<file path="src/verilog/hmss_pkg.sv">
package hmss_pkg;

   // Host interface modes decoded from the three strap bits.
   typedef enum logic [1:0] {
      HMSS_MODE_NONE,
      HMSS_MODE_SPI,
      HMSS_MODE_PAR_A,
      HMSS_MODE_PAR_B
   } hmss_mode_t;

   localparam int         HMSS_STRAP_W      = 3;
   localparam logic [2:0] HMSS_STRAP_SPI    = 3'h5;
   localparam logic [2:0] HMSS_STRAP_PAR_A  = 3'h6;
   localparam logic [2:0] HMSS_STRAP_PAR_B  = 3'h7;
   localparam logic [2:0] HMSS_STRAP_RST    = 3'h0;
   localparam logic [1:0] HMSS_SETTLE_LAST  = 2'h3;
   localparam int         HMSS_PLL_CFG_W    = 16;
   localparam logic [15:0] HMSS_PLL_CFG_RST = 16'h0000;

   // Captured selection for one core.
   typedef struct packed {
      hmss_mode_t mode;
      logic       valid;
      logic       parallel;
   } hmss_sel_t;

endpackage : hmss_pkg

</file>
<file path="src/verilog/hmss_core_port.sv">
`timescale 1ns/1ns
// Per-core strap synchroniser, capture and open-drain request driver.
module hmss_core_port
   import hmss_pkg::*;
(
   input  wire logic                    clk,
   input  wire logic                    arst_n,
   input  wire logic                    capture,
   input  wire logic                    small_pkg,
   input  wire logic [HMSS_STRAP_W-1:0] strap_pin,
   input  wire logic                    request,
   output hmss_sel_t                    sel,
   output logic                         request_n_o,
   output logic                         request_n_oe
);

   logic [HMSS_STRAP_W-1:0] sync1_ff, sync2_ff, sync3_ff, nxt_sync1, nxt_sync2, nxt_sync3;
   logic [HMSS_STRAP_W-1:0] stable_ff, nxt_stable;
   hmss_sel_t               sel_ff, nxt_sel;

   // Decode a strap pattern; the small package only admits the serial mode.
   function automatic hmss_sel_t decode(input logic [HMSS_STRAP_W-1:0] s, input logic sp);
      hmss_sel_t r;
      r = '{mode: HMSS_MODE_NONE, valid: 1'b0, parallel: 1'b0};
      case (s)
         HMSS_STRAP_SPI:   r = '{mode: HMSS_MODE_SPI, valid: 1'b1, parallel: 1'b0};
         HMSS_STRAP_PAR_A: if (!sp) r = '{mode: HMSS_MODE_PAR_A, valid: 1'b1, parallel: 1'b1};
         HMSS_STRAP_PAR_B: if (!sp) r = '{mode: HMSS_MODE_PAR_B, valid: 1'b1, parallel: 1'b1};
         default:          r = '{mode: HMSS_MODE_NONE, valid: 1'b0, parallel: 1'b0};
      endcase
      return r;
   endfunction : decode

   // Three-stage synchroniser; a value counts once stages two and three agree.
   always_comb
   begin
      nxt_sync1  = strap_pin;
      nxt_sync2  = sync1_ff;
      nxt_sync3  = sync2_ff;
      nxt_stable = (sync2_ff == sync3_ff) ? sync3_ff : stable_ff;
      nxt_sel    = capture ? decode(stable_ff, small_pkg) : sel_ff;
   end

   always_ff @(posedge clk or negedge arst_n)
   begin
      if (!arst_n)
      begin
         sync1_ff  <= HMSS_STRAP_RST;
         sync2_ff  <= HMSS_STRAP_RST;
         sync3_ff  <= HMSS_STRAP_RST;
         stable_ff <= HMSS_STRAP_RST;
         sel_ff    <= '{mode: HMSS_MODE_NONE, valid: 1'b0, parallel: 1'b0};
      end
      else
      begin
         sync1_ff  <= nxt_sync1;
         sync2_ff  <= nxt_sync2;
         sync3_ff  <= nxt_sync3;
         stable_ff <= nxt_stable;
         sel_ff    <= nxt_sel;
      end
   end

   assign sel = sel_ff;

   // Open drain: only ever pull low, never drive high.
   assign request_n_o  = 1'b0;
   assign request_n_oe = request & sel_ff.valid;

endmodule : hmss_core_port

</file>
<file path="src/verilog/hmss_strap_select.sv">
`timescale 1ns/1ns
// Function
// - Capture each core's straps at reset release.
// - Decoder: 101 SPI, 110/111 parallel styles.
// - Post core: own straps, same encoding.
// - Each core has its own port.
// - Small package: serial mode only.
// - Strap pins become run-time functions afterwards.
// - Request outputs are open drain always.
// - PLL configured by decoder core software.
// - Unused parallel pins stay high-impedance inputs.
module hmss_strap_select
   import hmss_pkg::*;
(
   input  wire logic                      clk,
   input  wire logic                      arst_n,
   input  wire logic                      small_pkg,
   input  wire logic [HMSS_STRAP_W-1:0]   decoder_host_mode_strap,
   input  wire logic [HMSS_STRAP_W-1:0]   post_host_mode_strap,
   input  wire logic                      decoder_request,
   input  wire logic                      post_request,
   input  wire logic [HMSS_STRAP_W-1:0]   decoder_alt_out,
   input  wire logic [HMSS_STRAP_W-1:0]   post_alt_out,
   input  wire logic [HMSS_STRAP_W-1:0]   decoder_alt_oe,
   input  wire logic [HMSS_STRAP_W-1:0]   post_alt_oe,
   input  wire logic                      decoder_par_drive,
   input  wire logic                      post_par_drive,
   input  wire logic                      pll_cfg_we,
   input  wire logic [HMSS_PLL_CFG_W-1:0] pll_cfg_wdata,
   output hmss_sel_t                      decoder_sel,
   output hmss_sel_t                      post_sel,
   output logic                           strap_phase,
   output logic [HMSS_STRAP_W-1:0]        decoder_strap_pin_o,
   output logic [HMSS_STRAP_W-1:0]        decoder_strap_pin_oe,
   output logic [HMSS_STRAP_W-1:0]        post_strap_pin_o,
   output logic [HMSS_STRAP_W-1:0]        post_strap_pin_oe,
   output logic                           decoder_par_oe,
   output logic                           post_par_oe,
   output logic                           modes_match,
   output logic [HMSS_PLL_CFG_W-1:0]      pll_cfg,
   output logic                           decoder_request_n_o,
   output logic                           decoder_request_n_oe,
   output logic                           post_request_n_o,
   output logic                           post_request_n_oe
);

   logic                      phase_ff, nxt_phase;
   logic                      cap_ff, nxt_cap;
   logic [1:0]                wait_ff, nxt_wait;
   logic [HMSS_PLL_CFG_W-1:0] pll_ff, nxt_pll;

   // After reset release, wait for the three-stage synchronisers to settle,
   // then capture once in a single-cycle pulse and leave the strap phase.
   always_comb
   begin
      nxt_wait  = wait_ff;
      nxt_cap   = 1'b0;
      nxt_phase = phase_ff;
      if (phase_ff)
      begin
         if (wait_ff == HMSS_SETTLE_LAST)
         begin
            nxt_cap   = 1'b1;
            nxt_phase = 1'b0;
         end
         else
            nxt_wait = wait_ff + 2'h1;
      end
   end

   // Registers only; every decision sits in the process above, so the
   // capture timing can be read in one place.
   always_ff @(posedge clk or negedge arst_n)
   begin
      if (!arst_n)
      begin
         wait_ff  <= 2'h0;
         cap_ff   <= 1'b0;
         phase_ff <= 1'b1;
      end
      else
      begin
         wait_ff  <= nxt_wait;
         cap_ff   <= nxt_cap;
         phase_ff <= nxt_phase;
      end
   end

   // PLL configuration is written only by the decoder core's software.
   always_comb
   begin
      nxt_pll = pll_cfg_we ? pll_cfg_wdata : pll_ff;
   end

   // The configuration survives everything but reset; software must rewrite
   // it after every reset before the derived clocks are trusted.
   always_ff @(posedge clk or negedge arst_n)
   begin
      if (!arst_n)
         pll_ff <= HMSS_PLL_CFG_RST;
      else
         pll_ff <= nxt_pll;
   end

   assign pll_cfg     = pll_ff;
   assign strap_phase = phase_ff;

   // Each core gets its own independent capture and request driver.
   hmss_core_port u_decoder (
      .clk          (clk),
      .arst_n       (arst_n),
      .capture      (cap_ff),
      .small_pkg    (small_pkg),
      .strap_pin    (decoder_host_mode_strap),
      .request      (decoder_request),
      .sel          (decoder_sel),
      .request_n_o  (decoder_request_n_o),
      .request_n_oe (decoder_request_n_oe)
   );

   hmss_core_port u_post (
      .clk          (clk),
      .arst_n       (arst_n),
      .capture      (cap_ff),
      .small_pkg    (small_pkg),
      .strap_pin    (post_host_mode_strap),
      .request      (post_request),
      .sel          (post_sel),
      .request_n_o  (post_request_n_o),
      .request_n_oe (post_request_n_oe)
   );

   // Strap pins are inputs while straps are live, then the run-time function owns them.
   assign decoder_strap_pin_o  = decoder_alt_out;
   assign post_strap_pin_o     = post_alt_out;
   assign decoder_strap_pin_oe = phase_ff ? '0 : decoder_alt_oe;
   assign post_strap_pin_oe    = phase_ff ? '0 : post_alt_oe;

   // Parallel pins never drive unless a parallel mode was captured.
   assign decoder_par_oe = decoder_sel.parallel & decoder_par_drive;
   assign post_par_oe    = post_sel.parallel & post_par_drive;

   // The board is trusted to strap both alike; this flag merely reports it.
   assign modes_match = (decoder_sel.mode == post_sel.mode);
endmodule : hmss_strap_select

</file>
<file path="config.mk">
export PLATFORM = sky130hd
export DESIGN_NAME = hmss_strap_select
export DESIGN_NICKNAME = d
export VERILOG_FILES = /design/src/verilog/hmss_pkg.sv /design/src/verilog/hmss_core_port.sv /design/src/verilog/hmss_strap_select.sv
export SDC_FILE = /design/constraint.sdc
export NUM_CORES = 1
export LEC_CHECK = 0
export BUFFER_PORTS_ARGS = -buffer_cell sky130_fd_sc_hd__buf_2
export CAP_MARGIN = 20
export CORE_ASPECT_RATIO = 1.5
export CORE_MARGIN = 1
export CORE_UTILIZATION = 46
export DETAILED_ROUTE_END_ITERATION = 7
export PLACE_DENSITY = 0.78
export SLEW_MARGIN = 20
export SYNTH_ARGS = -nofsm -noshare
export SYNTH_HDL_FRONTEND = slang
export SYNTH_SLANG_ARGS = --single-unit
export TNS_END_PERCENT = 100
</file>
<file path="constraint.sdc">
create_clock -name clk -period 1.35 [get_ports clk]
set_input_delay 0.0675 -clock clk [delete_from_list [all_inputs] [get_ports clk]]
set_output_delay 0.0675 -clock clk [all_outputs]
set_load 0.02 [all_outputs]
</file>
# [After elaboration in Yosys (flattened, before gate mapping)]
# Cells that the tools add are included.
# Widths: inputs -> output; s select.
[classes] bitwise_logic=5 n_reduce_logical=1 n_addsub=1 n_mux=10 eq_ne=10
[ops] cell="$pmux 4 s3" count=2
[ops] cell="$eq 3x3->1 const B" count=6
[ops] cell="$mux 4" count=2
[ops] cell="$eq 3x3->1" count=2
[ops] cell="$mux 3" count=2
[ops] cell="$and 1x1->1" count=4
[ops] cell="$mux 1" count=4
[ops] cell="$add 2x1->2 const B" count=1
[ops] cell="$eq 2x2->1" count=1
[ops] cell="$eq 2x2->1 const B" count=1
[ops] cell="$reduce_and 2->1" count=1
[ops] cell="$not 1->1" count=1
[word_totals] elab_cells=45 regBits=52 out_inout_bits=44 in_bits=42

# [Logic depth before layout (Yosys ltp)]
# Gate-level depths: netlist of run 1.
[depth] word_depth=3 ltp_mapped=3 mapped_depth_nobuf=3

# [Cells and area by module]
# Synthesis of run 1 repeated with hierarchy kept, for this count alone.
[hier_totals] hier_cells=142 hier_area_um2=2018.2
[modules_own_cells] mod="hmss_core_port" n_inst=2 seq_area_each_um2=375.4 cells_each=41 area_each_um2=545.5
[modules_own_cells] mod="hmss_strap_select" n_inst=1 seq_area_each_um2=501.7 cells_each=60 area_each_um2=927.1

# [Worst setup path after synthesis of run 1]
# No wires, ideal clock.
[synth_path] kind="register to register" start="register phase_ff (netlist: strap_phase)" end="register wait_ff[1]" setup_time_ps=128 path_stages_with_launch=3 slack_ps=91 n_path_buf=0 period_less_slack_ps=1259 t_arrival_ps=1132 path_cell_list="dfstp_2 -> and2b_1 -> mux2_1"
[synth_between] elab_chain_len=1
[synth_rtl] item="start: declaration" line="hmss_strap_select.sv:47" rtl="logic phase_ff, nxt_phase;"
[synth_rtl] item="start signal: assignment" line="hmss_strap_select.sv:85" rtl="phase_ff <= nxt_phase;"
[synth_rtl] item="$reduce_and 2->1 (no line)"
[synth_rtl] item="end signal: assignment" line="hmss_strap_select.sv:83" rtl="wait_ff <= nxt_wait;"
[synth_rtl] item="end: declaration" line="hmss_strap_select.sv:49" rtl="logic [1:0] wait_ff, nxt_wait;"
# Every way passes these cells.
# A chain may end at the register's enable or synchronous reset.

# [Worst setup path in the final report of run 1]
[layout_path] start="register wait_ff[0]" end="register wait_ff[1]"
[layout_between] elab_chain_len=3 word_cells_on_any_way=4 classes_between="add/sub: 1; eq/ne: 1; bitwise: 1; reduce/logical: 1"
[layout_rtl] item="$eq 2x2->1" line="hmss_strap_select.sv:61" rtl="if (wait_ff == HMSS_SETTLE_LAST)"
[layout_rtl] item="$not 1->1 (no line)"
[layout_rtl] item="$reduce_and 2->1 (no line)"
# Several ways; a longest one is shown, not always the timed one.

==> results of run 1 <==
[critical path: stages, from the launching register on]
cell and delay [ps]:
dfrtp_1 400, ha_1 200, and2b_2 240, mux2_1 330
[stage by stage]
step / instance area (um^2) / cells
final: 2650 / 278
after global placement: 2300 / 247
after global routing: 2650 / 278
after CTS: 2650 / 278
after detailed placement: 2300 / 247
after floorplan: 1950 / 141
[worst min path at each step]
stage / startpoint / end / slack [ps] / cells after the start
floorplan: arst_n / cap_ff / -230 / 0
global placement: arst_n / u_decoder.sync3_ff[2] / -30 / 1
detailed placement: arst_n / u_decoder.sync3_ff[2] / -30 / 1
CTS: small_pkg / u_decoder.sel[2] / 90 / 4
global route: decoder_alt_out[0] / decoder_strap_pin_o[0] / 140 / 0
finish: small_pkg / u_decoder.sel[2] / 100 / 4
[final cells by class]
cell class | instances | area [um^2]
fill | 318 | 1340
sequential | 50 | 1250
timing repair buffer | 97 | 621
multi-input combinational | 71 | 579
clock buffer | 7 | 86.3
tap | 45 | 56.3
clock inverter | 1 | 30.0
inverter | 7 | 26.3
[cell families (layout without fill, tap and decap cells)]
| kind of cell | after synthesis | after routing | share of synthesized area [%] |
|---|---|---|---|
| buffers and inverters | 20 | 112 | 6.05 |
| adder cells (fa/ha/maj) | 1 | 1 | 0.643 |
| multiplexers | 23 | 23 | 13.2 |
| XOR/XNOR | 9 | 9 | 4.05 |
| AND/OR/NAND/NOR | 25 | 25 | 7.53 |
| other | 1 | 2 | 0.193 |
| flip-flops | 50 | 50 | 64.4 |
| AO/OA/AOI/OAI | 11 | 11 | 3.93 |
[per-layer routing]
metal | track usage [%] | wire length, um
met5 | 0 | 0
met1 | 20.6 | 1400
met3 | 5.37 | 190
met2 | 28.3 | 1750
met4 | 10.3 | 77
[timing repair]
| item | in CTS | in global routing |
|---|---|---|
| gates resized for setup | 0 | 1 |
| endpoints found under the hold margin | 71 | 0 |
| endpoints found under the setup margin | 0 | 1 |
| hold buffers | 23 | 0 |
[registers in the layout (all words and copies together), names as in the netlist]
register / flops
u_decoder.sync3_ff: 3
u_decoder.nxt_sync2: 3
u_decoder.stable_ff: 3
u_post.nxt_sync2: 3
u_post.stable_ff: 3
pll_cfg: 16
u_decoder.sel: 3
strap_phase: 1
u_decoder.nxt_sync3: 3
wait_ff: 2
u_post.sync3_ff: 3
cap_ff: 1
u_post.nxt_sync3: 3
u_post.sel: 3
[cells in the final DEF, fill, tap and decap left out, types with 3 or more instances in the layout]
cell	netlist	final
buf_2	1	71
dfrtp_1	49	49
dlygate4sd3_1	0	23
mux2_1	15	15
nor2b_1	8	8
inv_1	7	7
xor2_1	6	6
mux2_2	6	6
clkbuf_8	0	6
and2_1	5	5
nand2_1	4	4
o21ai_0	4	4
xnor2_1	3	3
[power by group]
part           total [uW]  switching, uW  internal (uW)
sequential           1700           80.4           1620
clock                1060            452            604
combinational         436            218            218
total                3190            751           2440
==> flow_summary.json, run 1 <==
{
  "status": "completed",
  "p_leak_uw": 0.00135,
  "ant_nets": 0,
  "worstPathArrival_ps": 1460,
  "finClkSkew_ps": 3.92,
  "ys.flop_type": "dfrtp_1",
  "min_period_ps": 1280,
  "cts_root_buffer": "clkbuf_8",
  "rsz0062_at_grt": "no",
  "final_nets": 275,
  "post-route-util_pct": 66.4,
  "place_congestion": 0.763,
  "synth-seq-area-share_pct": 64.4,
  "hold_viol_final": 0,
  "slew_viol_final": 0,
  "clk_pin_slew_ps": 80,
  "fp.dieH_um": 81.6,
  "cp_data_required_time_ps": 1530,
  "finalPower_uw": 3190,
  "ios": 86,
  "drc_errors": 0,
  "ys_ff_latch": 50,
  "setup_tns_ps": 0,
  "die_x_um": 55.1,
  "cts_tree": "built",
  "start_util_pct": 48.7,
  "crit_end": "wait_ff[1]",
  "synth_edf_count": 0,
  "die_area_um2": 4500,
  "cts_buffers": 5,
  "end_kind": "flip-flop",
  "vias": 1337,
  "diodes": 0,
  "power_density_nw_per_um2": 1200,
  "synth_common_cells": "dfrtp_1, mux2_1, buf_4, nor2b_1, inv_1",
  "yosys-top-cells-area": "dfrtp_1, mux2_1, buf_4, mux2_2, xor2_1",
  "grt_overflow_total": 0,
  "reg2reg_slack_ps": 70,
  "grt_pass1_vias": 1293,
  "track_usage_pct": 17.8,
  "worstSetupPathType": "reg -> reg",
  "num_rows": 28,
  "detailedPlacementHpwl_mm": 2.32,
  "ir_drop_mv": 1.16,
  "whs_ps": 104,
  "drt_pass1_iterations": 4,
  "clock_latency_ps": 300,
  "r2r-end": "wait_ff[1]",
  "drt-total-wl_mm": 3.43,
  "area_delta_synth_final_pct": 36.4,
  "core_area_um2": 3990,
  "async_flop_share_pct": 100,
  "final_layout_size_suffix_gt1_share_pct": 38.6,
  "antenna_found_initial": 0,
  "max_freq_ghz": 0.784,
  "fin_crit_sh_pct": 94.5,
  "synth_cell_types": 29,
  "vias_per_cell": 4.81,
  "r2r_cells": 3,
  "grt_pass1_wl_mm": 5.50,
  "ys.warnings.count": 0,
  "grt_max_degree": 29,
  "cts_buffer_depth": 2,
  "syn_inst": 140,
  "syn-cell-area_um2": 1940,
  "drv_cap": 0,
  "cts_setup_buffers": 0,
  "synth_area_leader_cell": "dfrtp_1",
  "wire_per_inst_um": 12.3,
  "critPathLaunch": "wait_ff[0]",
  "r2r_start": "wait_ff[0]",
  "clock_sinks": 50,
  "avgSynthCellArea_um2": 13.9,
  "io_buffers": 71,
  "finalWorstSetupSlack_ps": 74.4,
  "yosys.cell_count.top_type": "dfrtp_1",
  "drtIter0Drc": 6,
  "path_max_fanout": 3,
  "htree_num_levels": 2,
  "start_kind": "flip-flop",
  "yosys.area.top_type_share_pct": 63.1,
  "dp_worst_setup_slack_ps": 63.3,
  "hold_path.class": "in -> reg",
  "setup_viol": 0
}
(Power assumes the default switching activity.)
==> run 2, diff against run 1 <==
- ABC_AREA: unset -> 1
- CORE_UTILIZATION: 46 -> 47
- CTS_CLUSTER_DIAMETER: unset -> 200
- PLACE_DENSITY: 0.78 -> 0.79
==> flow_summary.json, run 2 <==
{
  "muxShareOfSynthArea_pct": 10.6,
  "start_kind": "flip-flop",
  "syn_inst": 180,
  "finClkSkew_ps": 12.2,
  "path_delay_family": "flip-flops",
  "setup_tns_ps": 0,
  "min_to": "pll_cfg[3]",
  "multi_input_area_um2": 584,
  "wl_met1_mm": 1.53,
  "final_nets": 315,
  "drc_errors": 0,
  "vias": 1502,
  "grt_max_degree": 23,
  "yosys.cell_count.top_type": "dfrtp_1",
  "synth-seq-area-share_pct": 61.2,
  "ios": 86,
  "start_util_pct": 48.6,
  "async_flop_share_pct": 100,
  "drv_cap": 0,
  "power_density_nw_per_um2": 1100,
  "yosys.area.top_type_share_pct": 59.9,
  "synth_cell_types": 24,
  "yosys.area_share.xor_xnor_pct": 2.08,
  "reg2reg_slack_ps": 170,
  "largest_reg_flops": 16,
  "final_layout_size_suffix_gt1_share_pct": 37.7,
  "hold_path_depth": 2,
  "cp_data_required_time_ps": 1280,
  "drtIter0Drc": 34,
  "cts_root_buffer": "clkbuf_8",
  "fp.dieH_um": 82.8,
  "grt_pass1_wl_mm": 6.40,
  "slew_viol_final": 0,
  "cts_buffer_depth": 2,
  "r2r_cells": 3,
  "ys_ff_latch": 50,
  "path_cells": "nor2_1 > buf_2",
  "place_congestion": 0.802,
  "r2r-end": "wait_ff[0]",
  "yosys-top-cells-area": "dfrtp_1, mux2_4, nand2_1, inv_1, buf_4",
  "grt_pass1_vias": 1476,
  "htree_num_levels": 2,
  "synth_top_family_by_area": "simple AND/OR/NAND/NOR gates",
  "wire_per_inst_um": 11.9,
  "path_max_fanout": 9,
  "drt_pass1_iterations": 4,
  "clock_latency_ps": 300,
  "cts_buffers": 5,
  "whs_ps": 24.0,
  "worstPathArrival_ps": 1130,
  "clock_sinks": 50,
  "fillers": 336,
  "hold_path.class": "in -> reg",
  "final_cell_mix": "buf_2, dfrtp_1, nand2_1",
  "fin_crit_sh_pct": 88.8,
  "detailedPlacementHpwl_mm": 2.62,
  "antenna_found_initial": 0,
  "synth_edf_count": 0,
  "wl_met2_mm": 1.91,
  "cp_slowest_cell": "dfstp_2",
  "synthAdderAreaFrac_pct": 0.612,
  "synth_compound_area_share_pct": 1.35,
  "ys.warnings.count": 0,
  "drt-total-wl_mm": 3.79,
  "ir_drop_mv": 1.04,
  "min_from": "pll_cfg_wdata[3]",
  "num_rows": 29,
  "worstSetupPathType": "reg -> out",
  "path_buf_inv": 1,
  "vias_per_cell": 4.71,
  "die_area_um2": 4630,
  "hold_viol_final": 0,
  "area_delta_synth_final_pct": 31.9,
  "synth-simple-area-share_pct": 13.5,
  "final_common_cell": "buf_2",
  "max_freq_ghz": 0.834,
  "synth_area_leader_cell": "dfrtp_1",
  "ys.flop_type": "dfrtp_1",
  "core_area_um2": 4210,
  "top_layer_used": "met4",
  "max_stage_delay_ps": 610,
  "r2r_start": "wait_ff[0]",
  "end_kind": "output pin",
  "track_usage_pct": 18.2,
  "cts_tree": "built",
  "ant_nets": 0,
  "io_buffers": 71,
  "rsz0062_at_grt": "no",
  "p_leak_uw": 0.00147,
  "setup_viol": 0,
  "grt_overflow_total": 0,
  "min_period_ps": 1200,
  "status": "completed",
  "avgSynthCellArea_um2": 11.4,
  "regArea_um2": 1250,
  "diodes": 0,
  "synth_common_cells": "dfrtp_1, nand2_1, inv_1, buf_4, mux2_4",
  "routed-wl-met3_um": 210,
  "syn-cell-area_um2": 2050,
  "clk_pin_slew_ps": 90,
  "die_x_um": 55.9
}
run 2: cell count changes in the layout (fill, tap and decap cells not counted), moves of 5 or more:
cell     previous run  this run
and2_1              5         0
inv_1               7        23
mux2_1             15         0
mux2_4              0        10
nand2_1             4        40
nand3_1             2         8
nand4_1             1         6
nor2_1              1         9
nor2b_1             8         0
xor2_1              6         1
run 2: worst max path at each step:
stage	startpoint	endpoint	slack (ps)	depth (start not counted)
2_1_floorplan	strap_phase	wait_ff[0]	100	4
3_3_place_gp	wait_ff[0]	wait_ff[0]	210	3
3_5_place_dp	wait_ff[0]	wait_ff[0]	180	3
4_1_cts	u_post.sel[3]	modes_match	120	4
5_1_grt	u_post.sel[3]	modes_match	30	4
6_report	strap_phase	decoder_strap_pin_oe[2]	150	2
run 2: cell type report:
class                      count  share of cell area (%)
sequential                    50                    46.4
timing repair buffer          97                    23.0
tap                           46                    2.13
clock buffer                   7                    2.83
clock inverter                 1                   0.278
multi-input combinational     93                    21.7
inverter                      25                    3.66
run 2: layer usage:
metal  vias up  track usage [%]
met3        15             4.21
met2        63             30.0
met1       693             21.1
li1        731                -
met4         0             11.3
met5         -                0
run 2: logic make-up (layout without fill, tap and decap cells):
logic type,count (synthesis),in the layout
simple gates,65,65
flops,50,50
buf+inv,38,130
mux,16,16
compound gates,5,5
xor+xnor,4,4
fa+ha+maj,1,1
other cells,1,2
run 2: through the flow:
| step | instances | power [uW] | utilization, % | instance area [um^2] | setup slack, ps |
|---|---|---|---|---|---|
| after floorplan | 181 | 1990 | - | 2050 | 99.9 |
| after global placement | 287 | 2120 | 56.5 | 2380 | 214 |
| after detailed placement | 287 | 2140 | 56.5 | 2380 | 176 |
| after CTS | 317 | 3020 | 63.7 | 2680 | 118 |
| after global routing | 319 | 3150 | 64.1 | 2700 | 27.9 |
| final | 319 | 2980 | 64.1 | 2700 | 151 |
run 2: timing repair:
| item | 4_1_cts | 5_1_grt |
|---|---|---|
| hold endpoints to repair | 38 | 0 |
| gates resized for setup | 0 | 1 |
| endpoints found under the setup margin | 0 | 1 |
| setup buffers | 0 | 2 |
| hold buffers | 22 | 0 |
run 2: power breakdown:
part           leakage [uW]  switching [uW]  total [uW]  internal, uW
registers          0.000576            81.5        1700          1620
logic              0.000852             239         464           225
clock network     0.0000385             450         817           367
==> run 3, diff against run 2 <==
- MAX_ROUTING_LAYER: unset -> met4
==> flow_summary.json, run 3 (synthesis gave the netlist of run 2 again) <==
{
  "multi_input_area_um2": 584,
  "cts_buffer_depth": 2,
  "end_kind": "output pin",
  "worstSetupPathType": "reg -> out",
  "ios": 86,
  "path_max_fanout": 9,
  "htree_num_levels": 2,
  "largest_reg_flops": 16,
  "max_freq_ghz": 0.835,
  "die_x_um": 55.9,
  "clock_latency_ps": 300,
  "swShare_pct": 25.9,
  "p_leak_uw": 0.00147,
  "pwr-share-comb_pct": 15.6,
  "min_period_ps": 1200,
  "setup_viol": 0,
  "ir_drop_mv": 1.04,
  "drv_cap": 0,
  "post-route-util_pct": 64.1,
  "regArea_um2": 1250,
  "fp.dieH_um": 82.8,
  "crit_end": "decoder_strap_pin_oe[2]",
  "final_common_cell": "buf_2",
  "wire_per_inst_um": 11.9,
  "start_util_pct": 48.6,
  "core_area_um2": 4210,
  "place_congestion": 0.814,
  "clockPowerShare_pct": 27.5,
  "final_nets": 315,
  "diodes": 0,
  "rsz0062_at_grt": "no",
  "fillers": 336,
  "hold_path.class": "in -> reg",
  "dp_worst_setup_slack_ps": 176,
  "min_from": "pll_cfg_wdata[3]",
  "reg2reg_slack_ps": 170,
  "num_rows": 29,
  "io_buffers": 71,
  "finalWorstSetupSlack_ps": 152,
  "grt_overflow_total": 0,
  "hold_viol_final": 0,
  "critPathLaunch": "strap_phase",
  "start_kind": "flip-flop",
  "clock_sinks": 50,
  "grt_max_degree": 23,
  "hold_path_depth": 2,
  "r2r_start": "wait_ff[0]",
  "detailedPlacementHpwl_mm": 2.62,
  "setup_tns_ps": 0,
  "slew_viol_final": 0,
  "cts_tree": "built",
  "cp_data_required_time_ps": 1280,
  "fin_crit_sh_pct": 88.7,
  "drc_errors": 0,
  "p_int_uw": 2210,
  "drt_pass1_iterations": 4,
  "area_delta_synth_final_pct": 31.9,
  "vias_per_cell": 4.71,
  "r2r_cells": 3,
  "stdcell_count": 319,
  "final_layout_size_suffix_gt1_share_pct": 37.7,
  "clk_pin_slew_ps": 90,
  "power_density_nw_per_um2": 1110,
  "grt_pass1_wl_mm": 6.42,
  "final_cell_mix": "buf_2, dfrtp_1, nand2_1",
  "track_usage_pct": 18.7,
  "finClkSkew_ps": 13.7,
  "cts_buffers": 5,
  "die_area_um2": 4630,
  "placed_cells": 287,
  "power_switching_uw": 772,
  "drt-total-wl_mm": 3.79,
  "finalPower_uw": 2980,
  "status": "completed",
  "grt_pass1_vias": 1477,
  "ant_nets": 0,
  "r2r-end": "wait_ff[0]",
  "vias": 1503,
  "worstPathArrival_ps": 1130,
  "drtIter0Drc": 29,
  "cts_root_buffer": "clkbuf_8",
  "p_seq_share_pct": 57.0,
  "antenna_found_initial": 0
}
[run 3: cell counts in the layout (fill, tap and decap cells not counted)]
No cell type changed its count.
[run 3: per-layer routing]
metal	vias to the layer above	track usage, %	wire, um
met2	63	30.0	1900
li1	732	-	-
met5	-	-	0
met4	0	11.3	151
met1	694	21.3	1540
met3	14	4.05	199
[run 3: worst min path at each step]
stage	end	slack, ps
after floorplan	cap_ff	-230
after global placement	u_post.sync3_ff[1]	50
after detailed placement	u_post.sync3_ff[1]	50
after CTS	pll_cfg[3]	20
after global routing	pll_cfg[3]	8
final	pll_cfg[3]	20
[run 3: per-stage QoR]
stage	instance area, um^2	hold slack [ps]
after floorplan	2050	-228
after global placement	2380	49.3
after detailed placement	2380	53.6
after CTS	2680	16.9
after global routing	2700	7.74
final	2700	23.1
[run 3: cell type report]
| type | count | share of cell area (%) |
|---|---|---|
| clock buffer | 7 | 2.83 |
| clock inverter | 1 | 0.278 |
| inverter | 25 | 3.66 |
| multi-input combinational | 93 | 21.7 |
| sequential | 50 | 46.4 |
| tap | 46 | 2.13 |
| timing repair buffer | 97 | 23.0 |
[run 3: critical path, stage by stage (launching register included)]
cell and delay [ps]:
dfstp_2 610, nor2_1 70, buf_2 150
[run 3: what timing repair did]
action                                  4_1_cts  5_1_grt
endpoints found under the hold margin        38        0
hold buffers                                 22        0
setup buffers                                 0        2
resized for setup                             0        1
endpoints found under the setup margin        0        1
[run 3: power groups by stage]
stage	Combinational (uW)	Sequential, uW	Clock, uW
2_1_floorplan	222	1770	0
3_3_place_gp	406	1720	0
3_5_place_dp	416	1730	0
4_1_cts	467	1700	853
5_1_grt	507	1720	924
6_report	464	1700	819
